`src/design/rwc_pkg.sv`:
```
`default_nettype none
package rwc_pkg;
   // ---------------------------------------------
   // register offsets
   // ---------------------------------------------
   localparam logic [7:0] ADR_CAL_HI   = 8'h94;
   localparam logic [7:0] ADR_CAL_LO   = 8'h95;
   localparam logic [7:0] ADR_COARSE   = 8'h96;
   localparam logic [7:0] ADR_PWD      = 8'h97;
   localparam logic [7:0] ADR_SYSSTATE = 8'hA1;
   localparam logic [7:0] ADR_TRD      = 8'hDA;
   localparam logic [7:0] ADR_DIV_HI   = 8'hDB;
   localparam logic [7:0] ADR_DIV_MID  = 8'hDC;
   localparam logic [7:0] ADR_DIV_LO   = 8'hDD;
   localparam logic [7:0] ADR_SECCFG   = 8'hDF;
   // ---------------------------------------------
   // field values
   // ---------------------------------------------
   localparam logic [7:0] PWD_UNLOCK   = 8'h57;
   localparam logic [7:0] PWD_LOCK     = 8'h56;
   localparam logic [2:0] COARSE_FINE  = 3'h7;
   localparam int         SEC_WE_BIT   = 6;
   localparam int         SYS_WAKE_BIT = 2;
   localparam logic [7:0] TRD_VALUE    = 8'h00;
   localparam logic [7:0] RST_BYTE     = 8'h00;
   // ---------------------------------------------
   // timing, in oscillator ticks or seconds
   // ---------------------------------------------
   localparam logic [16:0] OSC_PER_SEC  = 17'h08000;
   localparam logic [16:0] CAL_BASE     = 17'h08001;
   localparam logic [4:0]  CAL_LAST_SEC = 5'h1D;
   localparam logic [2:0]  WAKE_HOLD    = 3'h7;
   localparam logic [16:0] T_500MS      = 17'h04000;
   localparam logic [16:0] T_250MS      = 17'h02000;
   localparam logic [16:0] T_125MS      = 17'h01000;
   localparam logic [16:0] T_62MS5      = 17'h00800;
   localparam logic [16:0] T_1MIN       = 17'h0003C;
   localparam logic [16:0] T_1HOUR      = 17'h00E10;
   localparam logic [16:0] T_1DAY       = 17'h15180;
   localparam logic [16:0] T_1SEC       = 17'h00001;
endpackage
`default_nettype wire

```
`src/design/rwc_top.sv`:
```
`timescale 1ns/100ps
`default_nettype none
// Summary of operation
// - wake interval is field plus one seconds for field 1 to 63
// - field zero with bit 6 set gives a fixed 62.5 ms wake interval; with bit 6 clear the coarse code picks it
// - clock wake reads status bit 2 set while pulse flag is clear
// - status bit and pulse flag both set means pulse ended sleep
// - 14-bit signed calibration value in high six and low eight bits
// - seconds 1 to 29 each end after 32768 oscillator ticks
// - thirtieth second ends at 32768 minus (C minus 1) ticks
// - step of 1.02 ppm, range about plus or minus 8332.3 ppm
// - time unlock register always reads 0x00
// - 24-bit divider threshold in three bytes, reset to zero
// - coarse code: 1s,1min,1h,1day,500ms,250ms,125ms,62.5ms
// - wake output held for eight oscillator periods
// - divider counts zero to threshold, clears, pulses, restarts
module rwc_top
   import rwc_pkg::*;
(
   input  wire logic       clk,
   input  wire logic       rst,
   input  wire logic [7:0] sfr_addr,
   input  wire logic       sfr_wr,
   input  wire logic       sfr_rd,
   input  wire logic [7:0] sfr_wdata,
   input  wire logic       osc_pin,
   input  wire logic       sleep_active,
   input  wire logic       pulse_wake_flag,
   output logic [7:0]      sfr_rdata,
   output logic            wake_out,
   output logic            sec_pulse,
   output logic            div_pulse,
   output logic            time_rd_en
);
   // ---------------------------------------------
   // register file
   // ---------------------------------------------
   logic [7:0]  cal_hi_ff, cal_lo_ff, seccfg_ff;
   logic [2:0]  coarse_ff;
   logic        pwd_we_ff, wake_source_ff;
   logic [23:0] div_thr_ff;
   logic [7:0]  rdata_ff;
   logic        trd_ff;
   logic        wr_ok;
   logic        sec_wr_ok;

   assign wr_ok     = sfr_wr && pwd_we_ff;
   assign sec_wr_ok = seccfg_ff[SEC_WE_BIT] && (coarse_ff == COARSE_FINE);

   always_ff @(posedge clk) begin
      if (rst) begin
         pwd_we_ff <= 1'b0;
      end else if (sfr_wr && sfr_addr == ADR_PWD) begin
         if (sfr_wdata == PWD_UNLOCK) begin
            pwd_we_ff <= 1'b1;
         end else if (sfr_wdata == PWD_LOCK) begin
            pwd_we_ff <= 1'b0;
         end
      end
   end

   // calibration cleared on reset too, so cold start has known C
   always_ff @(posedge clk) begin
      if (rst) begin
         cal_hi_ff <= RST_BYTE;
         cal_lo_ff <= RST_BYTE;
         coarse_ff <= 3'h0;
      end else if (wr_ok) begin
         if (sfr_addr == ADR_CAL_HI) begin
            cal_hi_ff <= {2'h0, sfr_wdata[5:0]};
         end
         if (sfr_addr == ADR_CAL_LO) cal_lo_ff <= sfr_wdata;
         if (sfr_addr == ADR_COARSE) begin
            coarse_ff <= sfr_wdata[2:0];
         end
      end
   end

   always_ff @(posedge clk) begin
      if (rst) begin
         seccfg_ff <= RST_BYTE;
      end else if (sfr_wr && sfr_addr == ADR_SECCFG) begin
         seccfg_ff[7:6] <= sfr_wdata[7:6];
         if (sec_wr_ok) begin
            seccfg_ff[5:0] <= sfr_wdata[5:0];
         end
      end
   end

   always_ff @(posedge clk) begin
      if (rst) begin
         div_thr_ff <= 24'h000000;
      end else if (sfr_wr) begin
         if (sfr_addr == ADR_DIV_HI)  div_thr_ff[23:16] <= sfr_wdata;
         if (sfr_addr == ADR_DIV_MID) div_thr_ff[15:8]  <= sfr_wdata;
         if (sfr_addr == ADR_DIV_LO)  div_thr_ff[7:0]   <= sfr_wdata;
      end
   end

   always_ff @(posedge clk) begin
      if (rst) begin
         rdata_ff <= RST_BYTE;
         trd_ff   <= 1'b0;
      end else begin
         trd_ff <= sfr_rd && (sfr_addr == ADR_TRD);
         if (sfr_rd) begin
            unique case (sfr_addr)
               ADR_CAL_HI:   rdata_ff <= cal_hi_ff;
               ADR_CAL_LO:   rdata_ff <= cal_lo_ff;
               ADR_COARSE:   rdata_ff <= {5'h00, coarse_ff};
               ADR_PWD:      rdata_ff <= {7'h00, pwd_we_ff};
               ADR_SYSSTATE: rdata_ff <= {5'h00, wake_source_ff, 2'h0};
               ADR_TRD:      rdata_ff <= TRD_VALUE;
               ADR_DIV_HI:   rdata_ff <= div_thr_ff[23:16];
               ADR_DIV_MID:  rdata_ff <= div_thr_ff[15:8];
               ADR_DIV_LO:   rdata_ff <= div_thr_ff[7:0];
               ADR_SECCFG:   rdata_ff <= seccfg_ff;
               default:      rdata_ff <= RST_BYTE;
            endcase
         end
      end
   end

   // ---------------------------------------------
   // oscillator sampling
   // ---------------------------------------------
   logic osc_s1_ff, osc_s2_ff, osc_s3_ff;
   logic osc_tick;

   always_ff @(posedge clk) begin
      if (rst) begin
         osc_s1_ff <= 1'b0;
         osc_s2_ff <= 1'b0;
         osc_s3_ff <= 1'b0;
      end else begin
         osc_s1_ff <= osc_pin;
         osc_s2_ff <= osc_s1_ff;
         osc_s3_ff <= osc_s2_ff;
      end
   end
   assign osc_tick = osc_s2_ff && !osc_s3_ff;

   // ---------------------------------------------
   // calibrated second generator
   // ---------------------------------------------
   logic [16:0] osc_cnt_ff, sec_thr;
   logic [4:0]  sec_idx_ff;
   logic [13:0] cal_lat_ff;
   logic        sec_end;

   // 30th second: 32768-(C-1); resolution 1/(32768*30) = 1.02 ppm
   assign sec_thr = (sec_idx_ff == CAL_LAST_SEC)
                  ? 17'(CAL_BASE - 17'(signed'(cal_lat_ff)))
                  : OSC_PER_SEC;
   assign sec_end = osc_tick && (osc_cnt_ff >= sec_thr - 17'h00001);

   always_ff @(posedge clk) begin
      if (rst) begin
         osc_cnt_ff <= 17'h00000;
         sec_idx_ff <= 5'h00;
         cal_lat_ff <= 14'h0000;
         sec_pulse  <= 1'b0;
      end else begin
         sec_pulse <= sec_end;
         if (sec_end) begin
            osc_cnt_ff <= 17'h00000;
            if (sec_idx_ff == CAL_LAST_SEC) begin
               sec_idx_ff <= 5'h00;
               cal_lat_ff <= {cal_hi_ff[5:0], cal_lo_ff};
            end else begin
               sec_idx_ff <= 5'(sec_idx_ff + 5'h01);
            end
         end else if (osc_tick) begin
            osc_cnt_ff <= 17'(osc_cnt_ff + 17'h00001);
         end
      end
   end

   // ---------------------------------------------
   // sleep wake timer
   // ---------------------------------------------
   logic [16:0] wk_cnt_ff, wk_thr;
   logic        wk_sub, wk_step, wk_fire;
   logic [2:0]  hold_ff;

   always_comb begin
      wk_sub = 1'b1;
      wk_thr = T_62MS5;
      if (seccfg_ff[5:0] != 6'h00) begin
         wk_sub = 1'b0;
         wk_thr = 17'({11'h000, seccfg_ff[5:0]} + 17'h00001);
      end else if (!seccfg_ff[SEC_WE_BIT]) begin
         // codes 4 to 7 count oscillator ticks, 0 to 3 whole seconds
         wk_sub = coarse_ff[2];
         unique case (coarse_ff)
            3'h0: wk_thr = T_1SEC;
            3'h1: wk_thr = T_1MIN;
            3'h2: wk_thr = T_1HOUR;
            3'h3: wk_thr = T_1DAY;
            3'h4: wk_thr = T_500MS;
            3'h5: wk_thr = T_250MS;
            3'h6: wk_thr = T_125MS;
            3'h7: wk_thr = T_62MS5;
         endcase
      end
   end
   assign wk_step = wk_sub ? osc_tick : sec_end;
   assign wk_fire = wk_step && (wk_cnt_ff >= wk_thr - 17'h00001);

   always_ff @(posedge clk) begin
      if (rst) begin
         wk_cnt_ff <= 17'h00000;
      end else if (!sleep_active || wk_fire) begin
         wk_cnt_ff <= 17'h00000;
      end else if (wk_step) begin
         wk_cnt_ff <= 17'(wk_cnt_ff + 17'h00001);
      end
   end

   // hold counts eight oscillator periods after the fire tick
   always_ff @(posedge clk) begin
      if (rst) begin
         wake_out <= 1'b0;
         hold_ff  <= 3'h0;
      end else if (sleep_active && wk_fire) begin
         wake_out <= 1'b1;
         hold_ff  <= WAKE_HOLD;
      end else if (wake_out && osc_tick) begin
         if (hold_ff == 3'h0) begin
            wake_out <= 1'b0;
         end else begin
            hold_ff <= 3'(hold_ff - 3'h1);
         end
      end
   end

   // status is set by either wake cause; software tells them apart
   // by also reading the pulse flag, so set wins over sleep entry
   always_ff @(posedge clk) begin
      if (rst) begin
         wake_source_ff <= 1'b0;
      end else if (sleep_active && (wk_fire || pulse_wake_flag)) begin
         wake_source_ff <= 1'b1;
      end else if (sleep_active && !wake_out) begin
         wake_source_ff <= 1'b0;
      end
   end

   // ---------------------------------------------
   // divider on the system clock
   // ---------------------------------------------
   logic [23:0] div_cnt_ff;

   always_ff @(posedge clk) begin
      if (rst) begin
         div_cnt_ff <= 24'h000000;
         div_pulse  <= 1'b0;
      end else if (div_cnt_ff >= div_thr_ff) begin
         div_cnt_ff <= 24'h000000;
         div_pulse  <= 1'b1;
      end else begin
         div_cnt_ff <= 24'(div_cnt_ff + 24'h000001);
         div_pulse  <= 1'b0;
      end
   end

   assign sfr_rdata  = rdata_ff;
   assign time_rd_en = trd_ff;
endmodule
`default_nettype wire

```
`config.mk`:
```
export PLATFORM = sky130hd
export DESIGN_NAME = rwc_top
export DESIGN_NICKNAME = d
export VERILOG_FILES = /design/src/design/rwc_pkg.sv /design/src/design/rwc_top.sv
export SDC_FILE = /design/constraint.sdc
export NUM_CORES = 1
export LEC_CHECK = 0
export BUFFER_PORTS_ARGS = -buffer_cell sky130_fd_sc_hd__buf_2
export CAP_MARGIN = 20
export CORE_ASPECT_RATIO = 0.5
export CORE_MARGIN = 5
export CORE_UTILIZATION = 57
export DETAILED_ROUTE_END_ITERATION = 12
export GPL_TIMING_DRIVEN = 0
export PLACE_DENSITY_LB_ADDON = 0.12
export SLEW_MARGIN = 20
export SYNTH_ARGS = -nofsm -noshare
export SYNTH_HDL_FRONTEND = slang
export SYNTH_SLANG_ARGS = --single-unit
```
`constraint.sdc`:
```
create_clock -name clk -period 4.4 [get_ports clk]
set_input_delay 0.44 -clock clk [delete_from_list [all_inputs] [get_ports clk]]
set_output_delay 0.44 -clock clk [all_outputs]
set_load 0.03 [all_outputs]
```
==> impl_metrics.csv, run 1 <==
group,metric,value,unit
pwr,cellLeakagePower,4.34,nW
cells_and_area,drive_gt1_share,14.2,%
clocking,clockBufferDepth,2,
synth,syn-cell-area,9350,um2
die,core_area,16200,um2
timing,setup_viol_count_final,0,
route,ant_nets,0,
timing,period_minus_slack,4300,ps
setup_path,start_kind,"flip-flop",
synth,async_flop_share,0,%
pwr,powerDensity,280,nW/um2
die,floorplan.initialDensity,57.6,%
global_routing,antenna_found_initial,0,
timing,max_slew.worst_pin.slew,1070,ps
timing,rsz0062_at_grt,"yes",
clocking,cts-htree-levels,4,
timing,fin_crit_sh,97.7,%
synth,synthDominantCellAreaShare,33.2,%
synth,synth_top_area_cell,"dfxtp_1",
die,die_w,191,um
timing,relSlewSlack,28.2,%
timing,clock_skew,11.0,ps
cells_and_area,area_growth,16.3,%
cells_and_area,nets,1269,
global_routing,gr-total-overflow,0,
synth,synthesis.nets,1196,
route,wl,24300,um
place,dpl.cell_count,1358,
cells_and_area,fin_cells,1413,
route,dr.pass1.iters,5,
clocking,cts_tree,"done",
synth,yosys_most_used_dff,"dfxtp_1",
job,max_cap_violations,0,
setup_path,path_class,"flip-flop to flip-flop",
pwr,ir_worst_vdd,0.276,mV
setup_path,critPathMaxFanout,10,
clocking,cts.sinks,155,
setup_path,crit_arrival,4640,ps
synth,ys_ff_latch,155,
synth,ys_warn_count,0,
synth,synth_common_cells,"155 x dfxtp_1, 115 x nor2_1, 74 x nand2_1",
synth,synth.most_common_cell,"dfxtp_1",
die,num_rows,33,
clocking,cts-root-buf,"clkbuf_16",
run_status,status,"complete, no violations",
global_routing,grt_pass1_vias,7841,
clocking,cts_made_buffers,17,
setup_path,cp.required,4740,ps
die,io_pins,35,
synth,synth_edf_count,0,
die,die_area,19200,um2
synth,synthCells,1100,
timing,maxSlewViolCount,0,
cells_and_area,n_antenna_cell,0,
route,drc_errors,0,
place,numPortBuffers,31,
clocking,insertion_delay,430,ps
place,gp_congestion,0.907,
pwr,p_total,3.05,mW
synth,seq_area_frac_synth,33.2,%
place,place_hpwl,17700,um
setup_path,endpoint_kind,"flip-flop",
route,drtIter0Drc,605,
global_routing,grt_max_degree,17,
timing,fmax,0.233,GHz
route,routed-via-count,8310,
clocking,path_clk_slew,70,ps
synth,synth.distinct_cells,75,
global_routing,grt.total_usage,25.5,%
timing,report.final.hold_viol_count,0,
route,vias_per_cell,5.88,
route,routedWlPerCell,17.2,um
global_routing,grt_pass1_wl,39700,um
setup_path,r2r_slack,100,ps
synth,avgSynthCellArea,8.50,um2
synth,synth_area_leaders,"dfxtp_1 33%, ha_1 9.8%, mux2i_1 6.4%, xor2_1 4.7%, nor2_1 4.6%",
die,die_h,101,um
hold_path,hp-class,"input pin to flip-flop",
## where the power goes
group	switching (mW)	internal [mW]
clock	0.664	0.878
sequential	0.00282	1.40
combinational	0.0726	0.0257
total	0.740	2.31
## path summary, 6_finish.rpt
kind	start	end	cells after the start
max	cal_lat_ff[1]$_SDFFE_PP0P_	wk_cnt_ff[9]$_SDFFE_PP0P_	16
min	osc_pin	osc_s1_ff$_SDFF_PP0_	2
max reg2reg	cal_lat_ff[1]$_SDFFE_PP0P_	wk_cnt_ff[9]$_SDFFE_PP0P_	16
min reg2reg	osc_s1_ff$_SDFF_PP0_	osc_s2_ff$_SDFF_PP0_	1
## cell type report
type	instances	area, um2
plain buffers	50	243
clock buffers	18	439
clock inverters	14	171
fillers	1338	5350
inverters	52	195
multi-input cells	838	6060
flip-flops and latches	155	3120
well taps	227	284
repair buffers	59	369
## layer usage
metal  wire length [um]  global-route usage (%)  vias to the layer above
met1              11600                    34.9                     3959
met2              11000                    41.5                      218
li1                   -                       -                     4094
met5                  0                       0                        -
met4                526                    7.78                        0
met3               1220                    4.57                       39
## worst max-delay path: stages, from the launching register on
cell and delay (ps):
dfxtp_1 400, buf_6 170, inv_1 90, ha_4 280
nor3b_2 240, and3_4 240, o22ai_1 130, a211oi_2 310
o21ai_2 140, mux2_4 310, a21o_1 180, ha_1 270
nand4_1 190, o21ai_4 400, nor2_1 110, or4_1 510
a211oi_1 240
## per-stage QoR
| stage | area [um2] | TNS, ps | setup WS (ps) | utilization, % | hold WS (ps) |
|---|---|---|---|---|---|
| finish | 10900 | 0 | 101 | 67.0 | 245 |
| global route | 10900 | -965 | -74.3 | 67.0 | 239 |
| CTS | 10600 | 0 | 2.76 | 65.2 | 239 |
| detailed placement | 9790 | -25820 | -756 | 60.4 | 446 |
| global placement | 9790 | -21870 | -681 | 60.4 | 419 |
| floorplan | 9360 | 0 | 26.1 | - | 414 |
## layout by cell type, fill, tap and decap left out, drive strengths merged, types with 10 or more instances in the layout
cell    Yosys  routed
dfxtp     155     155
nor2      116     116
nand2      74      74
buf        14      74
ha         73      73
inv        52      62
mux2i      60      60
a21oi      59      59
clkbuf     41      53
xor2       50      50
nand3      48      48
o21ai      38      38
nor3       33      33
a211oi     31      31
xnor2      28      28
a21o       21      21
nand4      19      19
nor2b      15      15
and3       14      14
or3        13      13
nand2b     12      12
o22ai      12      12
o211ai     11      11
nor4       10      10
## what timing repair did
| action | CTS | global route |
|---|---|---|
| cloned | 0 | 1 |
| setup buffers | 7 | 20 |
| hold buffers | 0 | 0 |
| pin swaps | 7 | 17 |
| setup endpoints to repair | 59 | 58 |
| resized for setup | 30 | 50 |
## registers in the layout (all words and copies together), names as in the netlist, named ones only
signal,cells
div_cnt_ff,24
cal_lat_ff,14
div_thr_ff,24
wk_cnt_ff,17
sfr_rdata,8
osc_cnt_ff,17
osc_s2_ff,1
osc_s3_ff,1
hold_ff,3
sec_idx_ff,5
wake_out,1
cal_lo_ff,8
coarse_ff,3
osc_s1_ff,1
sec_pulse,1
time_rd_en,1
wake_source_ff,1
cal_hi_ff,6
div_pulse,1
seccfg_ff,8
pwd_we_ff,1
## cell families (layout without fill, tap and decap cells)
| kind of cell | count (synthesis) | after routing | synth area share [%] |
|---|---|---|---|
| AND/OR/NAND/NOR | 388 | 388 | 21.0 |
| buffers and inverters | 107 | 193 | 4.42 |
| other | 1 | 1 | 0.0401 |
| multiplexers | 64 | 64 | 7.18 |
| flip-flops | 155 | 155 | 33.2 |
| adder cells (fa/ha/maj) | 73 | 73 | 9.77 |
| AO/OA/AOI/OAI | 234 | 234 | 17.1 |
| XOR/XNOR | 78 | 78 | 7.31 |
(Power assumes the default switching activity.)
==> run 2, diff against run 1 <==
--- a/config.mk
+++ b/config.mk
@@ -9,7 +9,7 @@
 export CAP_MARGIN = 20
 export CORE_ASPECT_RATIO = 0.5
 export CORE_MARGIN = 5
-export CORE_UTILIZATION = 57
+export CORE_UTILIZATION = 40
 export DETAILED_ROUTE_END_ITERATION = 12
 export GPL_TIMING_DRIVEN = 0
 export PLACE_DENSITY_LB_ADDON = 0.12
==> impl_metrics.csv, run 2 (synthesis gave the netlist of run 1 again) <==
group,metric,value,unit
run_status,status,"complete, no violations",
clocking,clockBufferDepth,2,
pwr,intPower,2.39,mW
timing,clock_skew,11.2,ps
pwr,power.net_switching,0.674,mW
setup_path,r2r_slack,80,ps
setup_path,crit_family,"simple AND/OR/NAND/NOR gates",
route,vias_per_cell,5.46,
die,floorplan.initialDensity,40.9,%
setup_path,path_cells,"or4_4, nor2_4, nor2_2, a21oi_2, ha_2, nand4_4, nor4_4, o21ai_2, or3_1, a31oi_2, ha_1, buf_4, a211o_1, a21o_1, a21oi_4, a21oi_4, buf_8, nor3_1",
global_routing,grt_pass1_vias,7708,
setup_path,path_depth,18,
route,routed-via-count,8109,
setup_path,start_kind,"flip-flop",
clocking,cts_tree,"done",
timing,relSlewSlack,28.5,%
clocking,cts-htree-levels,4,
cells_and_area,final_common_cell,"dfxtp_1",
cells_and_area,nets,1262,
pwr,powerDensity,280,nW/um2
route,routedWlPerCell,17.0,um
die,io_pins,35,
cells_and_area,fin_cells,1485,
cells_and_area,drive_gt1_share,13.8,%
global_routing,antenna_found_initial,0,
route,dr.pass1.iters,5,
clocking,insertion_delay,440,ps
setup_path,cp_slowest_cell,"or4_4",
route,wl,25200,um
setup_path,cp.required,4760,ps
setup_path,slowest_delay,570,ps
pwr,switching_share,22.0,%
die,core_area,22900,um2
setup_path,crit_top_cell,"a21oi_4",
place,dpl.cell_count,1438,
timing,setup_viol_count_final,0,
die,die_area,26700,um2
clocking,cts_made_buffers,17,
die,die_w,226,um
timing,rsz0062_at_grt,"yes",
timing,fin_crit_sh,98.2,%
global_routing,grt_pass1_wl,40800,um
route,drc_errors,0,
timing,tns,0,ps
route,ant_nets,0,
setup_path,timing.rr.start,"seccfg_ff[2]$_SDFFE_PP0P_",
setup_path,r2r_cells,18,
timing,maxSlewViolCount,0,
clocking,path_clk_slew,60,ps
cells_and_area,reg_top3,"div_cnt_ff (24), div_thr_ff (24)",
pwr,ir_worst_vdd,0.233,mV
timing,hold_ws,246,ps
place,dpl_cell_area,9890,um2
pwr,p_total,3.07,mW
setup_path,r2r-end,"wk_cnt_ff[7]$_SDFFE_PP0P_",
clocking,cts.sinks,155,
timing,fin_ws,78.2,ps
place,gp_congestion,0.863,
cells_and_area,area_growth,17.1,%
pwr,comb_power_share,3.3,%
pwr,pwr-share-seq,45.9,%
job,max_cap_violations,0,
setup_path,path_class,"flip-flop to flip-flop",
setup_path,critPathLaunch,"seccfg_ff[2]$_SDFFE_PP0P_",
place,dp_slack,-847,ps
global_routing,grt.total_usage,18.9,%
pwr,clkPwrFrac,50.8,%
setup_path,critPathBufInv,2,
timing,fmax,0.231,GHz
timing,period_minus_slack,4320,ps
setup_path,critPathCapture,"wk_cnt_ff[7]$_SDFFE_PP0P_",
die,die_h,118,um
die,num_rows,39,
cells_and_area,most-common-layout-cells,"151 x dfxtp_1, 111 x nor2_1, 73 x nand2_1",
cells_and_area,n_antenna_cell,0,
cells_and_area,fin_util,47.8,%
hold_path,hp-class,"input pin to flip-flop",
route,drtIter0Drc,638,
timing,max_slew.worst_pin.slew,1060,ps
setup_path,crit_arrival,4680,ps
timing,report.final.hold_viol_count,0,
global_routing,gr-total-overflow,0,
setup_path,endpoint_kind,"flip-flop",
pwr,cellLeakagePower,4.30,nW
clocking,cts-root-buf,"clkbuf_16",
global_routing,grt_max_degree,17,
setup_path,critPathMaxFanout,10,
place,numPortBuffers,31,
cells_and_area,fin_area,10900,um2
place,place_hpwl,18800,um
## run 2: power by group through the flow
stage | Combinational (mW) | Sequential (mW) | Clock [mW]
final | 0.101 | 1.41 | 1.56
after global routing | 0.109 | 1.41 | 1.65
after floorplan | 0.0487 | 1.44 | 0
after CTS | 0.0991 | 1.41 | 1.60
after detailed placement | 0.0962 | 1.44 | 0
after global placement | 0.0948 | 1.44 | 0
## run 2: worst min path at each step
stage / start / endpoint / slack, ps / cells after the start
floorplan: osc_s1_ff$_SDFF_PP0_ / osc_s2_ff$_SDFF_PP0_ / 410 / 1
CTS: osc_pin / osc_s1_ff$_SDFF_PP0_ / 230 / 2
global placement: osc_s1_ff$_SDFF_PP0_ / osc_s2_ff$_SDFF_PP0_ / 420 / 1
global route: osc_pin / osc_s1_ff$_SDFF_PP0_ / 260 / 2
finish: osc_pin / osc_s1_ff$_SDFF_PP0_ / 250 / 2
detailed placement: osc_s1_ff$_SDFF_PP0_ / osc_s2_ff$_SDFF_PP0_ / 430 / 1
## run 2: area by class of cell
cell class                      count  area, um2
Buffer                             49        239
Multi-Input combinational cell    838       6080
Timing Repair Buffer               53        324
Fill cell                        2209      11900
Inverter                           52        195
Clock buffer                       21        450
Clock inverter                     10        166
Tap cell                          307        384
Sequential cell                   155       3110
## run 2: layer usage
| metal | routed length (um) | part of all wire, % | track usage (%) | up-vias |
|---|---|---|---|---|
| met5 | 0 | 0 | 0 | - |
| met4 | 578 | 2.3 | 6.38 | 0 |
| li1 | - | - | - | 4096 |
| met2 | 10900 | 43 | 28.0 | 121 |
| met3 | 858 | 3.4 | 3.76 | 35 |
| met1 | 12900 | 51 | 27.3 | 3857 |
## run 2: worst reg2reg max path: stages (launching register included)
cell and delay (ps):
dfxtp_4 370, or4_4 570, nor2_4 150, nor2_2 70, a21oi_2 130, ha_2 230, nand4_4 120, nor4_4 350
o21ai_2 110, or3_1 390, a31oi_2 170, ha_1 290, buf_4 140, a211o_1 290, a21o_1 190, a21oi_4 210
a21oi_4 100, buf_8 170, nor3_1 180
## run 2: repair_timing
action	in CTS	in global routing
gates resized for setup	35	45
cloned	1	0
buffers inserted	8	13
pin swaps	7	20
hold buffers	0	0
endpoints found under the setup margin	59	59
==> run 3, diff against run 2 <==
--- a/config.mk
+++ b/config.mk
@@ -7,10 +7,10 @@
 export LEC_CHECK = 0
 export BUFFER_PORTS_ARGS = -buffer_cell sky130_fd_sc_hd__buf_2
 export CAP_MARGIN = 20
-export CORE_ASPECT_RATIO = 0.5
 export CORE_MARGIN = 5
 export CORE_UTILIZATION = 40
 export DETAILED_ROUTE_END_ITERATION = 12
+export GPL_ROUTABILITY_DRIVEN = 0
 export GPL_TIMING_DRIVEN = 0
 export PLACE_DENSITY_LB_ADDON = 0.12
 export SLEW_MARGIN = 20
==> impl_metrics.csv, run 3 (synthesis gave the netlist of run 1 again) <==
group,metric,value,unit
die,die_area,26500,um2
die,io_pins,35,
global_routing,grt_pass1_vias,7733,
pwr,power.net_switching,0.743,mW
global_routing,grt_pass1_wl,40700,um
die,die_h,163,um
die,num_rows,56,
setup_path,slowest_delay,560,ps
route,routedWlPerCell,16.8,um
setup_path,path_class,"flip-flop to flip-flop",
setup_path,start_kind,"flip-flop",
cells_and_area,drive_gt1_share,13.5,%
cells_and_area,most-common-layout-cells,"153 x dfxtp_1, 112 x nor2_1, 73 x nand2_1",
route,ant_nets,0,
cells_and_area,reg_top3,"div_cnt_ff (24), div_thr_ff (24)",
setup_path,path_cells,"buf_2, or4_4, nor2_4, nor2_1, a21oi_2, ha_2, nand4_4, nor4_4, o21ai_2, buf_4, a21oi_1, a31oi_2, ha_1, nand4_1, nor4_2, a211o_1, a21o_1, a21oi_4, a21oi_4, buf_6, nor3_1",
pwr,clkPwrFrac,51.3,%
route,routed-via-count,8080,
clocking,cts-root-buf,"clkbuf_16",
clocking,cts.sinks,155,
pwr,intPower,2.35,mW
route,drc_errors,0,
setup_path,crit_top_cell,"a21oi_4",
pwr,switching_share,24.0,%
die,core_area,23300,um2
clocking,clockBufferDepth,2,
clocking,ctsHoldBuffers,0,
route,wl,25200,um
setup_path,critPathMaxFanout,10,
job,max_cap_violations,0,
hold_path,hp-class,"input pin to flip-flop",
timing,fmax,0.235,GHz
cells_and_area,n_antenna_cell,0,
setup_path,cp_slowest_cell,"or4_4",
timing,report.final.hold_viol_count,0,
timing,tns,0,ps
setup_path,r2r_slack,150,ps
timing,clock_skew,15.6,ps
setup_path,crit_arrival,4540,ps
place,numPortBuffers,31,
global_routing,grt.total_usage,19.1,%
timing,rsz0062_at_grt,"yes",
die,floorplan.initialDensity,40.2,%
die,die_w,163,um
route,vias_per_cell,5.39,
clocking,insertion_delay,430,ps
setup_path,cp.required,4690,ps
global_routing,gr-total-overflow,0,
timing,fin_crit_sh,96.6,%
setup_path,endpoint_kind,"flip-flop",
cells_and_area,nets,1263,
clocking,cts-htree-levels,4,
cells_and_area,final_common_cell,"dfxtp_1",
pwr,ir_worst_vdd,0.175,mV
pwr,p_total,3.10,mW
clocking,path_clk_slew,70,ps
timing,setup_viol_count_final,0,
run_status,status,"complete, no violations",
clocking,cts_made_buffers,17,
timing,relSlewSlack,38.3,%
pwr,powerDensity,283,nW/um2
cells_and_area,area_growth,17.1,%
global_routing,antenna_found_initial,0,
pwr,pwr-share-seq,45.5,%
timing,maxSlewViolCount,0,
place,place_hpwl,18700,um
route,dr.pass1.iters,5,
pwr,comb_power_share,3.2,%
route,drtIter0Drc,465,
clocking,cts_tree,"done",
pwr,cellLeakagePower,4.31,nW
timing,period_minus_slack,4250,ps
timing,max_slew.worst_pin.slew,918,ps
global_routing,grt_max_degree,17,
-- run 3: cell count changes in the layout (fill, tap and decap cells not counted), sizes merged --
cell      previous run  this run
inv                 53        60
buf                 66        65
bufinv               4         3
clkbuf              57        56
clkinv               3         2
clkinvlp             2         1
-- run 3: cell type report --
class                   instances  area, um2
inverters                      52        195
clock buffers                  18        429
fillers                      2344      12300
well taps                     319        399
plain buffers                  51        240
clock inverters                14        200
multi-input cells             838       6060
repair buffers                 52        323
flip-flops and latches        155       3110
-- run 3: routing by layer --
metal	track usage (%)	vias to the layer above	part of all wire, %
met5	0	-	0
met4	5.57	0	2.0
met3	3.19	37	3.6
met2	30.5	156	45
met1	26.5	3787	49
li1	-	4100	-
-- run 3: final timing paths --
check / startpoint / depth (start not counted) / to
max: seccfg_ff[5]$_SDFFE_PP0P_ / 21 / wk_cnt_ff[16]$_SDFFE_PP0P_
min: osc_pin / 2 / osc_s1_ff$_SDFF_PP0_
max reg2reg: seccfg_ff[5]$_SDFFE_PP0P_ / 21 / wk_cnt_ff[16]$_SDFFE_PP0P_
min reg2reg: osc_s1_ff$_SDFF_PP0_ / 1 / osc_s2_ff$_SDFF_PP0_
-- run 3: worst max-delay path, delay by kind of cell, from the launching register on --
kind / cells / cell delay, ps
buf+inv: 3 / 480
fa+ha+maj: 2 / 590
simple gates: 8 / 1690
compound gates: 8 / 1050
flops: 1 / 290
-- run 3: power groups by stage --
| stage | combinational, mW | sequential, mW | clock, mW |
|---|---|---|---|
| final | 0.0996 | 1.41 | 1.59 |
| after global routing | 0.107 | 1.41 | 1.68 |
| after CTS | 0.0980 | 1.41 | 1.62 |
| after detailed placement | 0.0945 | 1.44 | 0 |
| after global placement | 0.0948 | 1.44 | 0 |
| after floorplan | 0.0487 | 1.44 | 0 |
-- run 3: what timing repair did --
action | 4_1_cts | 5_1_grt
buffers inserted | 9 | 11
gates cloned | 1 | 0
resized for setup | 31 | 42
pin swaps | 10 | 15
setup endpoints to repair | 59 | 58
-- run 3: through the flow --
stage | setup WS (ps) | utilization (%) | hold WS, ps | instances | area (um2)
4_1_cts | 6.64 | 46.2 | 226 | 1491 | 10800
2_1_floorplan | 26.1 | - | 414 | 1100 | 9360
5_1_grt | -47.4 | 47.1 | 246 | 1499 | 11000
3_5_place_dp | -976 | 42.6 | 432 | 1450 | 9910
3_3_place_gp | -925 | 42.6 | 446 | 1450 | 9910
6_report | 150 | 47.1 | 239 | 1499 | 11000
